`src/tape_dist_pkg.sv`:
```
package tape_dist_pkg;
	// ==========================================================
	// Shaft states
	typedef enum logic [0:0] {
		SH_IDLE = 1'b0,
		SH_RUN = 1'b1
	} shaft_t;

	// ==========================================================
	// Time base
	localparam int CLK_NS = 20;
	localparam int STEP_NS = 2000;
	localparam logic [6:0] STEP_CYCLES = 7'(STEP_NS / CLK_NS);
	localparam logic [8:0] PH_LAST = 9'h167;

	// ==========================================================
	// Contact angles in whole degrees, close inclusive, open exclusive
	localparam logic [8:0] DTRIP2_CL = 9'h05E;
	localparam logic [8:0] DTRIP2_OP = 9'h09C;
	localparam logic [8:0] DTRIP1_CL = 9'h0F7;
	localparam logic [8:0] DTRIP1_OP = 9'h135;
	localparam logic [8:0] AUXA2_CL = 9'h019;
	localparam logic [8:0] AUXA2_OP = 9'h0AA;
	localparam logic [8:0] AUXA1_CL = 9'h032;
	localparam logic [8:0] AUXA1_OP = 9'h154;
	localparam logic [8:0] AUXB_CL = 9'h05F;
	localparam logic [8:0] AUXB_OP = 9'h139;
	localparam logic [8:0] SENSE_LATCH = 9'h01E;
	localparam logic [8:0] START_END = 9'h031;
	localparam logic [8:0] BIT_W = 9'h030;

	// ==========================================================
	// Register map
	localparam logic [7:0] CTRL_OFS = 8'h00;
	localparam logic [7:0] STAT_OFS = 8'h04;
	localparam logic [7:0] PHASE_OFS = 8'h08;
	localparam logic [7:0] ISTAT_OFS = 8'h0C;
	localparam logic [7:0] IMASK_OFS = 8'h10;
	localparam logic [5:0] CTRL_RST = 6'h00;
	localparam logic [3:0] IMASK_RST = 4'h0;
	localparam int C_RUN = 0;
	localparam int C_ONE = 1;
	localparam int C_BEN = 2;
	localparam int C_WARN = 3;
	localparam int C_STOP = 4;
	localparam int C_SER = 5;
	localparam int I_SENSED = 0;
	localparam int I_SENT = 1;
	localparam int I_TAPEOUT = 2;
	localparam int I_HALT = 3;
endpackage

```
`src/tape_code_distributor.sv`:
```
// Notes on behaviour
// A distributor revolution starts only from the trip contact worked by the sensing shaft.
// The trip contact is on from 94 to 156 degrees (2-cycle) or 247 to 309 degrees (1-cycle).
// The distributor trips, turns and stops exactly like the sensing shaft.
// A shaft keeps turning while tripped, else ends its revolution and halts at home.
// The code sensed last is held and kept steady while the distributor sends it.
// Each code window in series with its stored level drives the line pattern.
// In 2-cycle gearing distributor output A is on from 25 to 170 degrees.
// In 1-cycle gearing distributor output A is on from 50 to 340 degrees.
// Optional 1-cycle output B is on from 94.6 to 312.9 degrees besides A.
// The tape sensor contact is closed with tape present and open without.
// The installation picks warning, stop, or both for the tape-out contact.
// A tape-out stop lets the sensing shaft finish its revolution and halt.
// An open last-character contact wired in series removes the sensing trip.
// In continuous sending the next sensing revolution overlaps distribution.
// Shaft angle is a 360-step counter and each contact is a compare on it.
//
// Decided for this implementation: the register offsets and the APB interface to the registers.
module tape_code_distributor (
	// APB slave
	input wire logic pclk,
	input wire logic presetn,
	input wire logic psel,
	input wire logic penable,
	input wire logic pwrite,
	input wire logic [7:0] paddr,
	input wire logic [31:0] pwdata,
	output logic pready,
	output logic [31:0] prdata,
	output logic pslverr,
	output logic irq,
	// Tape head contacts
	input wire logic [4:0] code_in,
	input wire logic tape_in,
	input wire logic last_char_in,
	// Contacts to the signal circuit
	output logic line_out,
	output logic aux_a,
	output logic aux_b,
	output logic dist_trip,
	output logic tape_warn
);
	// ==========================================================
	// State
	typedef struct packed {
		logic [6:0] s1;
		logic [6:0] s2;
		logic [6:0] s3;
		logic [6:0] filt;
		logic [6:0] step_cnt;
		tape_dist_pkg::shaft_t sns_st;
		logic [8:0] sph;
		tape_dist_pkg::shaft_t dst_st;
		logic [8:0] dph;
		logic [4:0] scode;
		logic [4:0] dcode;
		logic trip;
		logic line;
		logic aux_a;
		logic aux_b;
		logic warn;
		logic irq;
		logic [5:0] ctrl;
		logic [3:0] ist;
		logic [3:0] imask;
		logic pready;
		logic pslverr;
		logic [31:0] prdata;
	} st_t;

	st_t q;
	st_t d;
	logic step;
	logic sns_trip;
	logic [9:0] sns_nx;
	logic [9:0] dst_nx;
	logic [3:0] ev;
	logic acc;
	logic [4:0] lcode;

	// Contact window: closed from cl up to, not including, op
	function automatic logic in_win(input logic [8:0] ph, input logic [8:0] cl,
		input logic [8:0] op);
		in_win = (ph >= cl) && (ph < op);
	endfunction

	// Shaft clutch: trip at home starts one revolution, end of turn resamples trip
	function automatic logic [9:0] shaft_next(input logic run, input logic [8:0] ph,
		input logic stp, input logic trp);
		shaft_next = {run, ph};
		if (run && stp) begin
			if (ph == tape_dist_pkg::PH_LAST) begin
				shaft_next = {trp, 9'h000};
			end else begin
				shaft_next = {1'b1, 9'(ph + 9'h001)};
			end
		end else if (!run && trp) begin
			shaft_next = {1'b1, ph};
		end
	endfunction

	// Line level from start window, five code windows and stop window
	function automatic logic line_level(input logic [8:0] ph, input logic [4:0] code);
		logic lv;
		lv = 1'b1;
		if (ph < tape_dist_pkg::START_END) begin
			lv = 1'b0;
		end
		for (int i = 0; i < 5; i++) begin
			if (in_win(ph, 9'(tape_dist_pkg::START_END + 9'(i) * tape_dist_pkg::BIT_W),
				9'(tape_dist_pkg::START_END + 9'(i + 1) * tape_dist_pkg::BIT_W))) begin
				lv = code[i];
			end
		end
		line_level = lv;
	endfunction

	// Mapped register check, used by the error path only; the read case has its own default
	function automatic logic addr_ok(input logic [7:0] a);
		addr_ok = (a == tape_dist_pkg::CTRL_OFS) || (a == tape_dist_pkg::STAT_OFS) ||
			(a == tape_dist_pkg::PHASE_OFS) || (a == tape_dist_pkg::ISTAT_OFS) ||
			(a == tape_dist_pkg::IMASK_OFS);
	endfunction

	// ==========================================================
	// Next state
	always_comb begin
		d = q;
		// Three-stage pin capture; a level counts once stages two and three agree
		d.s1 = {last_char_in, tape_in, code_in};
		d.s2 = q.s1;
		d.s3 = q.s2;
		d.filt = (~(q.s2 ^ q.s3) & q.s3) | ((q.s2 ^ q.s3) & q.filt);
		lcode = q.filt[4:0];
		// One-degree step enable from the divider
		step = (q.step_cnt == 7'h00);
		d.step_cnt = step ? 7'(tape_dist_pkg::STEP_CYCLES - 7'h01) : 7'(q.step_cnt - 7'h01);
		// Tape-out and last-character contacts break the sensing trip circuit
		sns_trip = q.ctrl[tape_dist_pkg::C_RUN] &
			(q.filt[5] | ~q.ctrl[tape_dist_pkg::C_STOP]) &
			(q.filt[6] | ~q.ctrl[tape_dist_pkg::C_SER]);
		sns_nx = shaft_next(q.sns_st == tape_dist_pkg::SH_RUN, q.sph, step, sns_trip);
		dst_nx = shaft_next(q.dst_st == tape_dist_pkg::SH_RUN, q.dph, step, q.trip);
		d.sns_st = tape_dist_pkg::shaft_t'(sns_nx[9]);
		d.sph = sns_nx[8:0];
		d.dst_st = tape_dist_pkg::shaft_t'(dst_nx[9]);
		d.dph = dst_nx[8:0];
		// Storing stage: latch the code early in each sensing turn
		if (q.sns_st == tape_dist_pkg::SH_RUN && step && q.sph == tape_dist_pkg::SENSE_LATCH) begin
			d.scode = lcode;
		end
		// Distributor takes its own copy at each start, so the next sensing turn may overlap
		if (dst_nx[9] && dst_nx[8:0] == 9'h000 && (q.dst_st == tape_dist_pkg::SH_IDLE ||
			(step && q.dph == tape_dist_pkg::PH_LAST))) begin
			d.dcode = q.scode;
		end
		// Trip contact from the sensing cam
		d.trip = (q.sns_st == tape_dist_pkg::SH_RUN) && (q.ctrl[tape_dist_pkg::C_ONE] ?
			in_win(q.sph, tape_dist_pkg::DTRIP1_CL, tape_dist_pkg::DTRIP1_OP) :
			in_win(q.sph, tape_dist_pkg::DTRIP2_CL, tape_dist_pkg::DTRIP2_OP));
		// Distributor outputs A and B are open and the line rests at mark while the shaft rests
		d.line = (q.dst_st == tape_dist_pkg::SH_RUN) ? line_level(q.dph, q.dcode) : 1'b1;
		d.aux_a = (q.dst_st == tape_dist_pkg::SH_RUN) && (q.ctrl[tape_dist_pkg::C_ONE] ?
			in_win(q.dph, tape_dist_pkg::AUXA1_CL, tape_dist_pkg::AUXA1_OP) :
			in_win(q.dph, tape_dist_pkg::AUXA2_CL, tape_dist_pkg::AUXA2_OP));
		d.aux_b = (q.dst_st == tape_dist_pkg::SH_RUN) && q.ctrl[tape_dist_pkg::C_ONE] &&
			q.ctrl[tape_dist_pkg::C_BEN] &&
			in_win(q.dph, tape_dist_pkg::AUXB_CL, tape_dist_pkg::AUXB_OP);
		d.warn = q.ctrl[tape_dist_pkg::C_WARN] & ~q.filt[5];
		// Events
		ev = '0;
		ev[tape_dist_pkg::I_SENSED] = (q.sns_st == tape_dist_pkg::SH_RUN) && step &&
			(q.sph == tape_dist_pkg::PH_LAST);
		ev[tape_dist_pkg::I_SENT] = (q.dst_st == tape_dist_pkg::SH_RUN) && step &&
			(q.dph == tape_dist_pkg::PH_LAST);
		ev[tape_dist_pkg::I_TAPEOUT] = q.filt[5] & ~d.filt[5];
		ev[tape_dist_pkg::I_HALT] = (q.sns_st == tape_dist_pkg::SH_RUN) && !sns_nx[9];
		// APB: answer registered in the first access cycle, no wait states
		acc = psel & penable & q.pready;
		d.pready = psel & ~penable & ~q.pready;
		d.pslverr = psel & ~penable & ~addr_ok(paddr);
		d.prdata = '0;
		if (psel && !penable) begin
			case (paddr)
				tape_dist_pkg::CTRL_OFS: d.prdata = {26'h0, q.ctrl};
				tape_dist_pkg::STAT_OFS: d.prdata = {23'h0, q.scode, q.filt[6:5],
					q.dst_st == tape_dist_pkg::SH_RUN, q.sns_st == tape_dist_pkg::SH_RUN};
				tape_dist_pkg::PHASE_OFS: d.prdata = {7'h0, q.dph, 7'h0, q.sph};
				tape_dist_pkg::ISTAT_OFS: d.prdata = {28'h0, q.ist};
				tape_dist_pkg::IMASK_OFS: d.prdata = {28'h0, q.imask};
				default: d.prdata = '0;
			endcase
		end
		// Writes land at the access edge; a new event wins over a write-one clear
		d.ist = q.ist | ev;
		if (acc && pwrite) begin
			case (paddr)
				tape_dist_pkg::CTRL_OFS: d.ctrl = pwdata[5:0];
				tape_dist_pkg::ISTAT_OFS: d.ist = (q.ist & ~pwdata[3:0]) | ev;
				tape_dist_pkg::IMASK_OFS: d.imask = pwdata[3:0];
				default: d.ctrl = q.ctrl;
			endcase
		end
		d.irq = |(d.ist & d.imask);
	end

	// ==========================================================
	// Registers
	always_ff @(posedge pclk or negedge presetn) begin
		if (!presetn) begin
			q <= '0;
			q.filt <= 7'h00;
			q.line <= 1'b1;
			q.ctrl <= tape_dist_pkg::CTRL_RST;
			q.imask <= tape_dist_pkg::IMASK_RST;
		end else begin
			q <= d;
		end
	end

	assign pready = q.pready;
	assign prdata = q.prdata;
	assign pslverr = q.pslverr;
	assign irq = q.irq;
	assign line_out = q.line;
	assign aux_a = q.aux_a;
	assign aux_b = q.aux_b;
	assign dist_trip = q.trip;
	assign tape_warn = q.warn;
endmodule

```
`config.mk`:
```
export PLATFORM = sky130hd
export DESIGN_NAME = tape_code_distributor
export DESIGN_NICKNAME = d
export VERILOG_FILES = /design/src/tape_dist_pkg.sv /design/src/tape_code_distributor.sv
export SDC_FILE = /design/constraint.sdc
export NUM_CORES = 1
export LEC_CHECK = 0
export ABC_AREA = 0
export BUFFER_PORTS_ARGS = -buffer_cell sky130_fd_sc_hd__buf_4
export CORE_MARGIN = 1.5
export CORE_UTILIZATION = 60
export CTS_CLUSTER_DIAMETER = 100
export DETAILED_ROUTE_END_ITERATION = 8
export GPL_ROUTABILITY_DRIVEN = 0
export PLACE_DENSITY = 0.95
export SLEW_MARGIN = 20
export SYNTH_ARGS = -nofsm -noshare
export SYNTH_HDL_FRONTEND = slang
export SYNTH_SLANG_ARGS = --single-unit
```
`constraint.sdc`:
```
create_clock -name pclk -period 4 [get_ports pclk]
set_input_delay 1.2 -clock pclk [delete_from_list [all_inputs] [get_ports pclk]]
set_output_delay 1.2 -clock pclk [all_outputs]
set_load 0.02 [all_outputs]
```
==> results.json <==
{
  "worstPathRequired_ns": 4.26,
  "dr_total_vias": 3803,
  "start_util": 0.6166,
  "synth_enable_flop_cells": 0,
  "yosysWarnings": 0,
  "route.antenna.remaining_nets": 0,
  "grt_pass1_wl_um": 17730,
  "finalMaxSlewViolations": 0,
  "critical_path.reg2reg.endpoint": "q[55]",
  "hpwl_detailed_um": 7181,
  "cts_max_path_buffers": 2,
  "syn_avg_cell_area_um2": 10.49,
  "timing.max_slew.rel_slack": 0.5090,
  "clock_skew_after_layout_ns": 0.007756,
  "timing.critical_path.to": "irq",
  "post_cts_resized": 0,
  "grt_start_max_net_pins": 86,
  "num_rows": 33,
  "avgViaCountPerCell": 6.164,
  "netlist-cell-type-count": 64,
  "antennaDiodeCount": 0,
  "crit_fanout": 6,
  "ys_async_sr_fraction": 1.000,
  "port_buffers": 51,
  "fmax_mhz": 320.3,
  "power_report.internal_total_mw": 1.371,
  "cts_buffers": 9,
  "tightestPinTransition_ns": 0.7366,
  "synth_sequential_area_ratio": 0.5189,
  "fin_crit_sh": 0.7805,
  "postRouteWirelength_um": 10560,
  "layout_min_cycle_time_ns": 3.122,
  "final_report_hold_violation_count": 0,
  "placeableCoreArea_um2": 8217,
  "swShare": 0.2311,
  "drt_iter0_markers": 389,
  "critical_path_class": "input port to flip-flop",
  "grt.overflow.total": 0,
  "number_of_antenna_violations_at_the_first_check_in_global_routing": 0,
  "area.growth.synth_to_final_pct": 8.916,
  "chipHeight_um": 94.89,
  "startpoint": "paddr[0]",
  "layout_cells_sized_above_1": 0.2129,
  "comb_power_share": 0.044,
  "timing.reg2reg.worst_path_depth": 7,
  "synth-seq-cells": 105,
  "clk_latency_ns": 0.37,
  "fin_nets": 566,
  "kind_of_start_point_of_the_critical_path": "input port",
  "die-area_um2": 9004,
  "cell_count_after_synthesis": 483,
  "wl_per_cell_um": 17.12,
  "floorplan_die_width_um": 94.89,
  "setup_tns_after_final_layout_ns": 0,
  "ff2ff_setup_slack_ns": 1.06,
  "outcome": "finished, final reports clean",
  "hp-class": "flip-flop to flip-flop",
  "cts.repair_timing.setup_buffer_count": 0,
  "powerDensity_nw_per_um2": 323.2,
  "max_cap_viol_count": 0,
  "layout_setup_ws_ns": 0.8780,
  "seqPwrFrac": 0.613,
  "root_buffer": "sky130_fd_sc_hd__clkbuf_8",
  "htree_levels": 3,
  "first_pass_iters": 6,
  "grt.total_usage": 0.2557,
  "worst_ir_drop_vdd_v": 0.0002116,
  "setup.worst_path.end_class": "flip-flop",
  "synth.cell_area_um2": 5066,
  "layout.cells.most_common_list": "104 x sky130_fd_sc_hd__dfrtp_1, 55 x sky130_fd_sc_hd__buf_4, 41 x sky130_fd_sc_hd__nand2_1",
  "rsz0062_at_grt": "no",
  "path_clk_slew_ns": 0.10,
  "cts_tree": "built",
  "ioPinCount": 92,
  "crit-reg2reg-launch": "q[64]",
  "grt_pass1_vias": 3748,
  "power.clock.fraction": 0.343,
  "dominantRegCellSynth": "sky130_fd_sc_hd__dfrtp_1",
  "detailedPlace.worstSlack_ns": 0.5233,
  "setup_violations": 0,
  "hold_path_depth": 0,
  "power.net_switching_mw": 0.4121,
  "cp_data_arrival_time_ns": 3.38,
  "holdBufCountCts": 0,
  "drc": 0,
  "total_leakage_power_nw": 2.561,
  "cts.sinks": 105,
  "post-route-util": 0.6715,
  "layout_commonest_cell": "sky130_fd_sc_hd__dfrtp_1"
}
==> cells by family after synthesis <==
kind of cell	share of synthesized area
compound gates	0.1210
xor+xnor	0.01556
buf+inv	0.08076
other cells	0.0007402
simple gates	0.1657
mux	0.06816
fa+ha+maj	0.02914
flops	0.5189
==> critical path: stages <==
cell and delay [ns]:
sky130_fd_sc_hd__buf_4 0.10, sky130_fd_sc_hd__or4_1 0.59, sky130_fd_sc_hd__nor4_2 0.46, sky130_fd_sc_hd__and3_1 0.37
sky130_fd_sc_hd__mux2_2 0.38, sky130_fd_sc_hd__a22oi_1 0.18, sky130_fd_sc_hd__nand3_1 0.09
==> metal layers <==
layer	global-route usage	routed length (µm)	vias to the layer above	share of wire
li1	-	-	1698	-
met2	0.4113	5205	245	0.49
met1	0.3268	4052	1822	0.38
met5	0	0	-	0
met3	0.05958	993	38	0.094
met4	0.1206	308	0	0.029
==> worst min-delay path by stage <==
stage	end	startpoint
3_3_place_gp	d[102]	d[109]
2_1_floorplan	d[100]	d[107]
4_1_cts	d[102]	d[109]
3_5_place_dp	d[98]	d[105]
6_report	d[102]	d[109]
5_1_grt	d[102]	d[109]
==> per-stage QoR <==
step / instance area (µm²) / std cells / hold slack, ns / power [mW]
finish: 5518 / 617 / 0.3552 / 1.783
CTS: 5514 / 617 / 0.3586 / 1.793
floorplan: 5115 / 496 / 0.3312 / 1.151
global placement: 5333 / 601 / 0.3325 / 1.188
global route: 5518 / 617 / 0.3645 / 1.848
detailed placement: 5333 / 601 / 0.3357 / 1.193
==> cell type report <==
| type | instances | area [µm²] |
|---|---|---|
| Clock buffer | 12 | 155.1 |
| Clock inverter | 4 | 26.28 |
| Fill cell | 587 | 2699 |
| Inverter | 20 | 75.07 |
| Multi-Input combinational cell | 315 | 2077 |
| Sequential cell | 105 | 2629 |
| Tap cell | 105 | 131.4 |
| Timing Repair Buffer | 56 | 424.2 |
==> power groups by stage <==
| stage | registers (mW) | clock network (mW) | logic (mW) |
|---|---|---|---|
| global route | 1.10 | 0.664 | 0.0876 |
| floorplan | 1.11 | 0 | 0.0394 |
| global placement | 1.11 | 0 | 0.0754 |
| CTS | 1.09 | 0.621 | 0.0786 |
| finish | 1.09 | 0.612 | 0.0777 |
| detailed placement | 1.11 | 0 | 0.0785 |
==> synthesized netlist by cell type, types with 2 or more instances <==
cell                         n  area (µm²)
sky130_fd_sc_hd__a21o_1      3       22.52
sky130_fd_sc_hd__a21oi_1    19       95.09
sky130_fd_sc_hd__a222oi_1    2       20.02
sky130_fd_sc_hd__a22o_1      2       17.52
sky130_fd_sc_hd__a22oi_1     8       60.06
sky130_fd_sc_hd__a31oi_1     2       12.51
sky130_fd_sc_hd__a41oi_1     3       26.28
sky130_fd_sc_hd__and2_1     14       87.58
sky130_fd_sc_hd__and3_1      4       25.02
sky130_fd_sc_hd__and3b_1     2       17.52
sky130_fd_sc_hd__and4_1      2       17.52
sky130_fd_sc_hd__buf_2       3       15.01
sky130_fd_sc_hd__buf_4      32       240.2
sky130_fd_sc_hd__clkbuf_1   21       78.83
sky130_fd_sc_hd__dfrtp_1   104        2603
sky130_fd_sc_hd__ha_1        7       87.58
sky130_fd_sc_hd__inv_1      20       75.07
sky130_fd_sc_hd__maj3_1      6       60.06
sky130_fd_sc_hd__mux2_2     28       315.3
sky130_fd_sc_hd__mux2i_1     3       30.03
sky130_fd_sc_hd__nand2_1    41       153.9
sky130_fd_sc_hd__nand2b_1    3       18.77
sky130_fd_sc_hd__nand3_1    19       95.09
sky130_fd_sc_hd__nand4_1     3       18.77
sky130_fd_sc_hd__nand4b_1    2       17.52
sky130_fd_sc_hd__nor2_1     31       116.4
sky130_fd_sc_hd__nor2b_1     5       31.28
sky130_fd_sc_hd__nor3_1      9       45.04
sky130_fd_sc_hd__nor4_2      2       25.02
sky130_fd_sc_hd__nor4b_1     2       17.52
sky130_fd_sc_hd__o211ai_1    6       45.04
sky130_fd_sc_hd__o21a_1      2       15.01
sky130_fd_sc_hd__o21ai_0    19       95.09
sky130_fd_sc_hd__o22ai_1     4       25.02
sky130_fd_sc_hd__o31ai_1     5       37.54
sky130_fd_sc_hd__or3_1       9       56.30
sky130_fd_sc_hd__or4_1       2       15.01
sky130_fd_sc_hd__xnor2_1     7       61.31
sky130_fd_sc_hd__xor2_1      2       17.52
==> sequential cells by signal (all words and copies together) (netlist names), named ones only <==
name and count:
aux_b 1, aux_a 1, dist_trip 1, prdata 18
q 59, pready 1, line_out 1, d 14
irq 1, pslverr 1, tape_warn 1
(Power assumes the default switching activity.)
